**src/inc/srap_defs.vh**
```
`ifndef SRAP_DEFS_VH
`define SRAP_DEFS_VH

// ==========================================================
// Timing
`define SRAP_CLK_NS        10
`define SRAP_FILT_NS       50
`define SRAP_FILT_CYC      ((`SRAP_FILT_NS + `SRAP_CLK_NS - 1) / `SRAP_CLK_NS)

// ==========================================================
// Addressing and register map
`define SRAP_SLAVE_ADDR_HI 6'h2A
`define SRAP_NUM_REGS      40
`define SRAP_LAST_REG      7'h27
`define SRAP_BYTE_BITS     4'h8
`define SRAP_LAST_BIT      4'h7
`define SRAP_RW_READ       1'b1
`define SRAP_LINE_IDLE     1'b1
`define SRAP_PIN_RST       1'b0

`endif

```
**src/core/srap_glitch_filter.v**
```verilog
`timescale 1ns/10ps
`default_nettype none
`include "srap_defs.vh"

module srap_glitch_filter #(
	parameter WIDTH    = 2,
	parameter FILT_CYC = `SRAP_FILT_CYC,
	parameter CNT_W    = 4
) (
	input  wire             mclk,
	input  wire             nrst,
	input  wire             filt_en,
	input  wire [WIDTH-1:0] pin_in,
	output wire [WIDTH-1:0] pin_out
);

	// Cut to the counter width on purpose
	localparam integer     FILT_LAST_I = FILT_CYC - 1;
	localparam [CNT_W-1:0] FILT_LAST   = FILT_LAST_I[CNT_W-1:0];
	localparam [CNT_W-1:0] CNT_ONE     = {{(CNT_W-1){1'b0}}, 1'b1};

	genvar g;
	// ==========================================================
	// Per-line synchroniser and stability filter
	generate
		for (g = 0; g < WIDTH; g = g + 1)
		begin : g_line
			reg             meta_reg;
			reg             sync_reg;
			reg             out_reg;
			reg [CNT_W-1:0] cnt_reg;
			// New level must hold FILT_CYC cycles before it passes
			always @(posedge mclk or negedge nrst)
			begin
				if (!nrst)
				begin
					meta_reg <= `SRAP_LINE_IDLE;
					sync_reg <= `SRAP_LINE_IDLE;
					out_reg  <= `SRAP_LINE_IDLE;
					cnt_reg  <= {CNT_W{1'b0}};
				end
				else
				begin
					meta_reg <= pin_in[g];
					sync_reg <= meta_reg;
					if (sync_reg == out_reg)
						cnt_reg <= {CNT_W{1'b0}};
					else if (!filt_en || cnt_reg == FILT_LAST)
					begin
						out_reg <= sync_reg;
						cnt_reg <= {CNT_W{1'b0}};
					end
					else
						cnt_reg <= cnt_reg + CNT_ONE;
				end
			end
			assign pin_out[g] = out_reg;
		end
	endgenerate

endmodule // srap_glitch_filter
`default_nettype wire

```
**src/core/srap_regfile.v**
```verilog
`timescale 1ns/10ps
`default_nettype none
`include "srap_defs.vh"

module srap_regfile #(
	parameter                    NUM_REGS   = `SRAP_NUM_REGS,
	parameter                    IDX_W      = 7,
	parameter [NUM_REGS*8-1:0]   RESET_VALS = {NUM_REGS{8'h00}}
) (
	input  wire                  mclk,
	input  wire                  nrst,
	input  wire                  wr_en,
	input  wire [IDX_W-1:0]      wr_idx,
	input  wire [7:0]            wr_data,
	input  wire [IDX_W-1:0]      rd_idx,
	output wire [7:0]            rd_data,
	output wire [NUM_REGS*8-1:0] regs_flat
);

	genvar g;
	// ==========================================================
	// Register storage, one byte per index
	generate
		for (g = 0; g < NUM_REGS; g = g + 1)
		begin : g_reg
			localparam integer     MY_NUM = g;
			localparam [IDX_W-1:0] MY_IDX = MY_NUM[IDX_W-1:0];
			reg [7:0] store_reg;
			// Defaults come back on every reset
			always @(posedge mclk or negedge nrst)
			begin
				if (!nrst)
					store_reg <= RESET_VALS[g*8 +: 8];
				else if (wr_en && wr_idx == MY_IDX)
					store_reg <= wr_data;
			end
			assign regs_flat[g*8 +: 8] = store_reg;
		end
	endgenerate

	// Caller keeps rd_idx inside the map
	assign rd_data = regs_flat[rd_idx*8 +: 8];

endmodule // srap_regfile
`default_nettype wire

```
**src/core/srap_top.v**
```verilog
`timescale 1ns/10ps
`default_nettype none
`include "srap_defs.vh"

module srap_top #(
	parameter                  NUM_REGS   = `SRAP_NUM_REGS,
	parameter [NUM_REGS*8-1:0] RESET_VALS = {NUM_REGS{8'h00}}
) (
	input  wire                  mclk,
	input  wire                  nrst,
	input  wire                  scl_i,
	input  wire                  sda_i,
	output wire                  sda_o,
	output wire                  sda_oe,
	input  wire                  addr_select_filter_pin,
	output wire [NUM_REGS*8-1:0] regs_flat,
	output wire                  xfer_active,
	output wire                  timing_gen_reset
);

	// ==========================================================
	// States and byte phases
	localparam [2:0] ST_IDLE = 3'h0;
	localparam [2:0] ST_RX   = 3'h1;
	localparam [2:0] ST_ACK  = 3'h2;
	localparam [2:0] ST_TX   = 3'h3;
	localparam [2:0] ST_MACK = 3'h4;

	localparam [1:0] PH_ADDR = 2'h0;
	localparam [1:0] PH_SUB  = 2'h1;
	localparam [1:0] PH_DATA = 2'h2;

	localparam [6:0] PTR_ONE = 7'h01;
	localparam [3:0] CNT_ONE = 4'h1;

	// ==========================================================
	// Declarations
	reg        asel_meta_reg;
	reg        asel_sync_reg;
	reg        scl_prev_reg;
	reg        sda_prev_reg;
	reg        tg_rst_reg;

	reg  [2:0] state_reg;
	reg  [2:0] state_next;
	reg  [1:0] phase_reg;
	reg  [1:0] phase_next;
	reg  [3:0] bit_cnt_reg;
	reg  [3:0] bit_cnt_next;
	reg  [7:0] shift_reg;
	reg  [7:0] shift_next;
	reg  [6:0] ptr_reg;
	reg  [6:0] ptr_next;
	reg        rw_reg;
	reg        rw_next;
	reg        oe_reg;
	reg        oe_next;
	reg        nack_reg;
	reg        nack_next;
	reg        wr_en;

	wire [1:0] line_flt;
	wire       scl_f;
	wire       sda_f;
	wire       scl_rise;
	wire       scl_fall;
	wire       start_det;
	wire       stop_det;
	wire [6:0] own_addr;
	wire [6:0] rd_idx;
	wire [7:0] rd_data;

	// ==========================================================
	// Subaddress check shared by subaddress and data phases
	function reg_exists;
		input [7:0] sub;
		begin
			reg_exists = (sub[7] == 1'b0) && (sub[6:0] <= `SRAP_LAST_REG);
		end
	endfunction

	// ==========================================================
	// Pin conditioning
	// Select pin is a static strap but still passes two flops
	always @(posedge mclk or negedge nrst)
	begin
		if (!nrst)
		begin
			asel_meta_reg <= `SRAP_PIN_RST;
			asel_sync_reg <= `SRAP_PIN_RST;
		end
		else
		begin
			asel_meta_reg <= addr_select_filter_pin;
			asel_sync_reg <= asel_meta_reg;
		end
	end

	// Filter is switched on while the select pin is high and bypassed while it is low
	srap_glitch_filter #(
		.WIDTH    (2),
		.FILT_CYC (`SRAP_FILT_CYC),
		.CNT_W    (4)
	) u_filter (
		.mclk    (mclk),
		.nrst    (nrst),
		.filt_en (asel_sync_reg),
		.pin_in  ({scl_i, sda_i}),
		.pin_out (line_flt)
	);

	assign scl_f = line_flt[1];
	assign sda_f = line_flt[0];

	// Previous filtered levels for edge and condition detection
	always @(posedge mclk or negedge nrst)
	begin
		if (!nrst)
		begin
			scl_prev_reg <= `SRAP_LINE_IDLE;
			sda_prev_reg <= `SRAP_LINE_IDLE;
		end
		else
		begin
			scl_prev_reg <= scl_f;
			sda_prev_reg <= sda_f;
		end
	end

	// Both lines are filtered alike, so a data edge never looks like a start
	assign scl_rise  = scl_f & ~scl_prev_reg;
	assign scl_fall  = ~scl_f & scl_prev_reg;
	assign start_det = scl_f & scl_prev_reg & sda_prev_reg & ~sda_f;
	assign stop_det  = scl_f & scl_prev_reg & ~sda_prev_reg & sda_f;

	// Lowest address bit comes from the strap
	assign own_addr = {`SRAP_SLAVE_ADDR_HI, asel_sync_reg};

	// ==========================================================
	// Register file
	// A pointer left past the map after a write reads the top register
	assign rd_idx = (ptr_reg > `SRAP_LAST_REG) ? `SRAP_LAST_REG : ptr_reg;

	srap_regfile #(
		.NUM_REGS   (NUM_REGS),
		.IDX_W      (7),
		.RESET_VALS (RESET_VALS)
	) u_regs (
		.mclk      (mclk),
		.nrst      (nrst),
		.wr_en     (wr_en),
		.wr_idx    (ptr_reg),
		.wr_data   (shift_reg),
		.rd_idx    (rd_idx),
		.rd_data   (rd_data),
		.regs_flat (regs_flat)
	);

	// ==========================================================
	// Protocol state machine, next state
	always @*
	begin
		state_next   = state_reg;
		phase_next   = phase_reg;
		bit_cnt_next = bit_cnt_reg;
		shift_next   = shift_reg;
		ptr_next     = ptr_reg;
		rw_next      = rw_reg;
		oe_next      = oe_reg;
		nack_next    = nack_reg;
		wr_en        = 1'b0;
		if (stop_det)
		begin
			// Stop ends any transfer and frees the line
			state_next = ST_IDLE;
			oe_next    = 1'b0;
		end
		else if (start_det)
		begin
			// Start, repeated or stray, always restarts address reception
			state_next   = ST_RX;
			phase_next   = PH_ADDR;
			bit_cnt_next = 4'h0;
			oe_next      = 1'b0;
		end
		else
		begin
			case (state_reg)
				ST_IDLE:
				begin
					oe_next = 1'b0;
				end
				ST_RX:
				begin
					if (scl_rise && bit_cnt_reg != `SRAP_BYTE_BITS)
					begin
						// MSB arrives first
						shift_next   = {shift_reg[6:0], sda_f};
						bit_cnt_next = bit_cnt_reg + CNT_ONE;
					end
					else if (scl_fall && bit_cnt_reg == `SRAP_BYTE_BITS)
					begin
						case (phase_reg)
							PH_ADDR:
							begin
								if (shift_reg[7:1] == own_addr)
								begin
									rw_next    = shift_reg[0];
									oe_next    = 1'b1;
									state_next = ST_ACK;
									phase_next = PH_SUB;
								end
								else
									state_next = ST_IDLE;
							end
							PH_SUB:
							begin
								if (reg_exists(shift_reg))
								begin
									ptr_next   = shift_reg[6:0];
									oe_next    = 1'b1;
									state_next = ST_ACK;
									phase_next = PH_DATA;
								end
								else
									state_next = ST_IDLE;
							end
							default:
							begin
								if (reg_exists({1'b0, ptr_reg}))
								begin
									wr_en      = 1'b1;
									ptr_next   = ptr_reg + PTR_ONE;
									oe_next    = 1'b1;
									state_next = ST_ACK;
								end
								else
									state_next = ST_IDLE;
							end
						endcase
					end
				end
				ST_ACK:
				begin
					// Hold the acknowledge through the ninth pulse
					if (scl_fall)
					begin
						bit_cnt_next = 4'h0;
						if (rw_reg == `SRAP_RW_READ)
						begin
							shift_next = rd_data;
							oe_next    = ~rd_data[7];
							state_next = ST_TX;
						end
						else
						begin
							oe_next    = 1'b0;
							state_next = ST_RX;
						end
					end
				end
				ST_TX:
				begin
					if (scl_fall)
					begin
						if (bit_cnt_reg == `SRAP_LAST_BIT)
						begin
							// Release for the master's answer; pointer sticks at the top
							oe_next      = 1'b0;
							bit_cnt_next = 4'h0;
							state_next   = ST_MACK;
							if (ptr_reg < `SRAP_LAST_REG)
								ptr_next = ptr_reg + PTR_ONE;
							else
								ptr_next = `SRAP_LAST_REG;
						end
						else
						begin
							shift_next   = {shift_reg[6:0], 1'b0};
							oe_next      = ~shift_reg[6];
							bit_cnt_next = bit_cnt_reg + CNT_ONE;
						end
					end
				end
				ST_MACK:
				begin
					if (scl_rise)
						nack_next = sda_f;
					else if (scl_fall)
					begin
						if (nack_reg)
							state_next = ST_IDLE;
						else
						begin
							shift_next   = rd_data;
							oe_next      = ~rd_data[7];
							bit_cnt_next = 4'h0;
							state_next   = ST_TX;
						end
					end
				end
				default:
				begin
					state_next = ST_IDLE;
					oe_next    = 1'b0;
				end
			endcase
		end
	end

	// ==========================================================
	// Protocol state machine, registers
	always @(posedge mclk or negedge nrst)
	begin
		if (!nrst)
		begin
			state_reg   <= ST_IDLE;
			phase_reg   <= PH_ADDR;
			bit_cnt_reg <= 4'h0;
			shift_reg   <= 8'h00;
			ptr_reg     <= 7'h00;
			rw_reg      <= 1'b0;
			oe_reg      <= 1'b0;
			nack_reg    <= 1'b0;
		end
		else
		begin
			state_reg   <= state_next;
			phase_reg   <= phase_next;
			bit_cnt_reg <= bit_cnt_next;
			shift_reg   <= shift_next;
			ptr_reg     <= ptr_next;
			rw_reg      <= rw_next;
			oe_reg      <= oe_next;
			nack_reg    <= nack_next;
		end
	end

	// ==========================================================
	// Timing generator reset, held through reset and cleared on the first edge after
	always @(posedge mclk or negedge nrst)
	begin
		if (!nrst)
			tg_rst_reg <= 1'b1;
		else
			tg_rst_reg <= 1'b0;
	end

	// ==========================================================
	// Outputs
	// Only a low is ever driven, so the line stays open-drain
	assign sda_o            = 1'b0;
	assign sda_oe           = oe_reg;
	assign xfer_active      = (state_reg != ST_IDLE);
	assign timing_gen_reset = tg_rst_reg;

endmodule // srap_top
`default_nettype wire

```
**config.mk**
```make
export PLATFORM = sky130hd
export DESIGN_NAME = srap_top
export DESIGN_NICKNAME = d
export VERILOG_FILES = /design/src/core/srap_glitch_filter.v /design/src/core/srap_regfile.v /design/src/core/srap_top.v
export VERILOG_INCLUDE_DIRS = /design/src /design/src/inc
export SDC_FILE = /design/constraint.sdc
export NUM_CORES = 1
export LEC_CHECK = 0
export BUFFER_PORTS_ARGS = -buffer_cell sky130_fd_sc_hd__buf_4
export CAP_MARGIN = 40
export CORE_MARGIN = 4
export CORE_UTILIZATION = 58
export CTS_BUF_LIST = sky130_fd_sc_hd__clkbuf_8
export DETAILED_ROUTE_END_ITERATION = 7
export GPL_TIMING_DRIVEN = 0
export PLACE_DENSITY = 0.83
export SLEW_MARGIN = 0
export SYNTH_ARGS = -nofsm -noshare
export SYNTH_HDL_FRONTEND = slang
export SYNTH_SLANG_ARGS = --single-unit
```
**constraint.sdc**
```tcl
create_clock -name mclk -period 3.51 [get_ports mclk]
set_clock_uncertainty 0.15 [all_clocks]
set_input_delay 0 -clock mclk [delete_from_list [all_inputs] [get_ports mclk]]
set_output_delay 0 -clock mclk [all_outputs]
set_load 0.005 [all_outputs]
```
==> results.md <==
* # rows at 63
* Initial core utilization at 59.0%
* All-Layer GR Usage at 42.1%
* CP endpoint kind: flop
* Ys async rst share at 100%
* Switching part of the total at 33.1%
* Worst slew pin tran at 0.998 ns
* Io pins at 329
* Post-route ant nets at 0
* Hold Path Class: reg -> reg
* Sequential share of power at 44.3%
* Synth-to-layout area growth at 25.2%
* Syn avg cell area at 11.4 µm²
* Die area at 0.0332 mm²
* Synth Register Bits at 366
* Layout cells sized above 1 at 41.7%
* # clock sinks at 366
* Max incr delay on CP at 0.49 ns
* Power Dens Cells at 447 mW/mm²
* Critical Path AT at 3.91 ns
* Layout Nets at 1970
* Main area contributors after synthesis: dfrtp_1 (51%), mux2_2 (20%), nand2_1 (4.1%)
* Drt first pass iters at 6
* Post-Syn Instances at 1544
* Root buf cell: clkbuf_8
* Top_reg_cell synth: dfrtp_1
* Residual DRC at 0
* Vias per cell at 6.67
* Req. time, crit path at 3.90 ns
* Die height at 182 µm
* Drt total wl at 71700 µm
* Largest register FFs at 320
* Relative slew slack at 32.9%
* Final design area excluding fillers at 0.0220 mm²
* Worst-Skew Late Latency at 0.63 ns
* P_leak at 0.0109 µW
* Slowest CP cell: dfrtp_1
* Setup_tns at -0.0133 ns
* Endpoints failing setup at 1
* Final Util at 73.9%
* Largest net degree at the start of global routing at 128
* Area leader, netlist: dfrtp_1
* Placed cell areas at 0.0208 mm²
* Post-DR wirelength/cell at 30.1 µm
* Status: finished, violations left
* TritonCTS clock tree: yes
* Fin crit share at 100%
* Failing checks: setup timing
* Initial antenna violation count at 1
* Gpl congestion at 1.03
* Pre-CTS WS at -0.529 ns
* Buffers added on ports at 327
* CTS max path bufs at 3
* Synth unique cells at 73
* Initial DRC count at 1807
* Post-DP HPWL at 52200 µm
* Worst setup SP type: flop
* Vias in the first global route at 16162
* Number of synthesis warnings at 0
* Critical-path cell list: buf_2 > clkbuf_4 > buf_2 > clkbuf_1 > buf_8 > nand2_1 > a31oi_1 > o311ai_0 > o31ai_2
* Synth Cell Area at 0.0176 mm²
* RSZ-0062 raised after global routing: false
* Worst setup margin at -0.0133 ns
* Switching power total at 3260 µW
* Global-route wire length before repair at 104000 µm
* Sequential element share of the synthesized area at 52.1%
* Die X-Extent at 182 µm
* Worst-path clk slew at 0.07 ns
* Fin. max-slew vios at 0
* WS Path Type: reg -> reg
* GR Overflow Total at 0
* CTS buffer count at 57
* Top cell type's share of synthesized area at 50.8%
* Core Area at 0.0298 mm²
* Peak Freq at 0.284 GHz
* Final hold viol count at 0
* VDD IR max at 362 µV
* P_int at 6590 µW
* Max-Cap Viols at 0
* Clk pwr share at 37.4%
* H-tree levels at 2
* Worst-path maximum fanout at 10
* EDFF count, synth at 0
* Setup Fix Bufs, Post-CTS at 0
* Gate power share at 18.2%
* Minimum clock period at 3.52 ns
* Vias at 15902
* CP dominant cell by count: buf_2
## logic make-up (layout without fill, tap and decap cells)
| family | Yosys count | in the layout | synth area share [%] |
|---|---|---|---|
| AOI/OAI and AO/OA | 279 | 279 | 10.7 |
| DFF | 366 | 366 | 52.1 |
| xor gates and xnor gates | 8 | 8 | 0.398 |
| and+or+nand+nor | 409 | 409 | 11.3 |
| other | 1 | 3 | 0.0213 |
| muxes | 340 | 340 | 21.6 |
| adders and majority gates | 10 | 10 | 0.711 |
| buffers and inverters | 131 | 579 | 3.19 |
## final cells by class
cell class                      instances  area, µm²
Antenna cell                            1       2.50
Buffer                                105        473
Clock buffer                           69        950
Clock inverter                         28        183
Fill cell                            2034       7770
Inverter                               24       90.1
Multi-Input combinational cell       1048       7870
Sequential cell                       366       9170
Tap cell                              390        488
Timing Repair Buffer                  353       2800
## critical path: cells and delay by family (launching register included)
family	cells	cell delay, ns
buffers and inverters	5	1.82
AO/OA/AOI/OAI	3	0.91
flip-flops	1	0.49
AND/OR/NAND/NOR	1	0.06
## layout by cell type (no fill, tap or decap), types with 8 or more instances in the layout
cell,count
buf_2,26
clkbuf_1,63
a221o_1,13
ha_1,10
nand2b_1,9
a21oi_1,69
a31oi_1,11
buf_4,334
and3_1,11
dlygate4sd3_1,9
o221ai_1,12
clkinv_2,8
nand2_1,191
nand4_1,8
dfrtp_1,357
a22o_1,8
mux2i_1,32
nor2b_1,10
a311oi_1,11
nor2_1,44
nor3_1,25
mux2_2,307
inv_1,40
o21ai_0,70
nor2_2,30
nand3_1,32
nor4_1,12
o22ai_1,10
dfstp_2,9
a221oi_1,18
clkbuf_8,69
## cells in the mapped netlist, types with 9 or more instances
cell / number
dfstp_2: 9
nand2b_1: 9
buf_2: 26
inv_1: 24
ha_1: 10
and3_1: 11
clkbuf_1: 68
a221o_1: 13
nor3_1: 25
mux2i_1: 32
nand3_1: 32
o22ai_1: 10
mux2_2: 307
dfrtp_1: 357
a31oi_1: 11
o21ai_0: 70
a21oi_1: 69
nor2_2: 31
nor2_1: 44
nor4_1: 12
nand2_1: 191
nor2b_1: 10
o221ai_1: 12
a311oi_1: 11
a221oi_1: 18
## what timing repair did
action                                  CTS  global route
hold buffers                              9             0
endpoints found under the setup margin  149             6
gates resized for setup                   6             2
endpoints found under the hold margin   275             0
## power groups by stage
stage               sequential, µW  combinational [µW]  clock [µW]
floorplan                     4410                 674           0
global placement              4430                1510           0
detailed placement            4440                1680           0
CTS                           4360                1690        3650
global route                  4370                1820        3840
finish                        4370                1800        3690
## metrics by stage
| step | hold slack, ns | total power [µW] | std cells |
|---|---|---|---|
| after floorplan | -0.446 | 5090 | 1545 |
| after global placement | -0.0414 | 5940 | 2262 |
| after detailed placement | -0.296 | 6110 | 2278 |
| after CTS | 0.208 | 9710 | 2383 |
| after global routing | 0.211 | 10000 | 2383 |
| final | 0.204 | 9850 | 2384 |
## metal layers
metal,wire length (µm),vias up,share of wire [%],global-route usage (%)
li1,-,6422,-,-
met1,25400,7869,35,53.0
met2,32200,1270,45,65.0
met3,8830,339,12,12.4
met4,5160,2,7.2,24.7
met5,13,-,0.018,0
## final timing paths
| kind | slack (ns) | from | cells after the start | end |
|---|---|---|---|---|
| min reg2reg | 0.20 | asel_meta_reg | 0 | asel_sync_reg |
| max reg2reg | -0.01 | ptr_reg[0] | 9 | shift_reg[5] |
| min in group asynchronous | 0.43 | nrst | 4 | u_regs.g_reg[26].store_reg[1] |
| min | 0.20 | asel_meta_reg | 0 | asel_sync_reg |
| max | -0.01 | ptr_reg[0] | 9 | shift_reg[5] |
| max in group asynchronous | 1.84 | nrst | 5 | u_regs.g_reg[39].store_reg[1] |
Power figures use the tool's default switching activity.
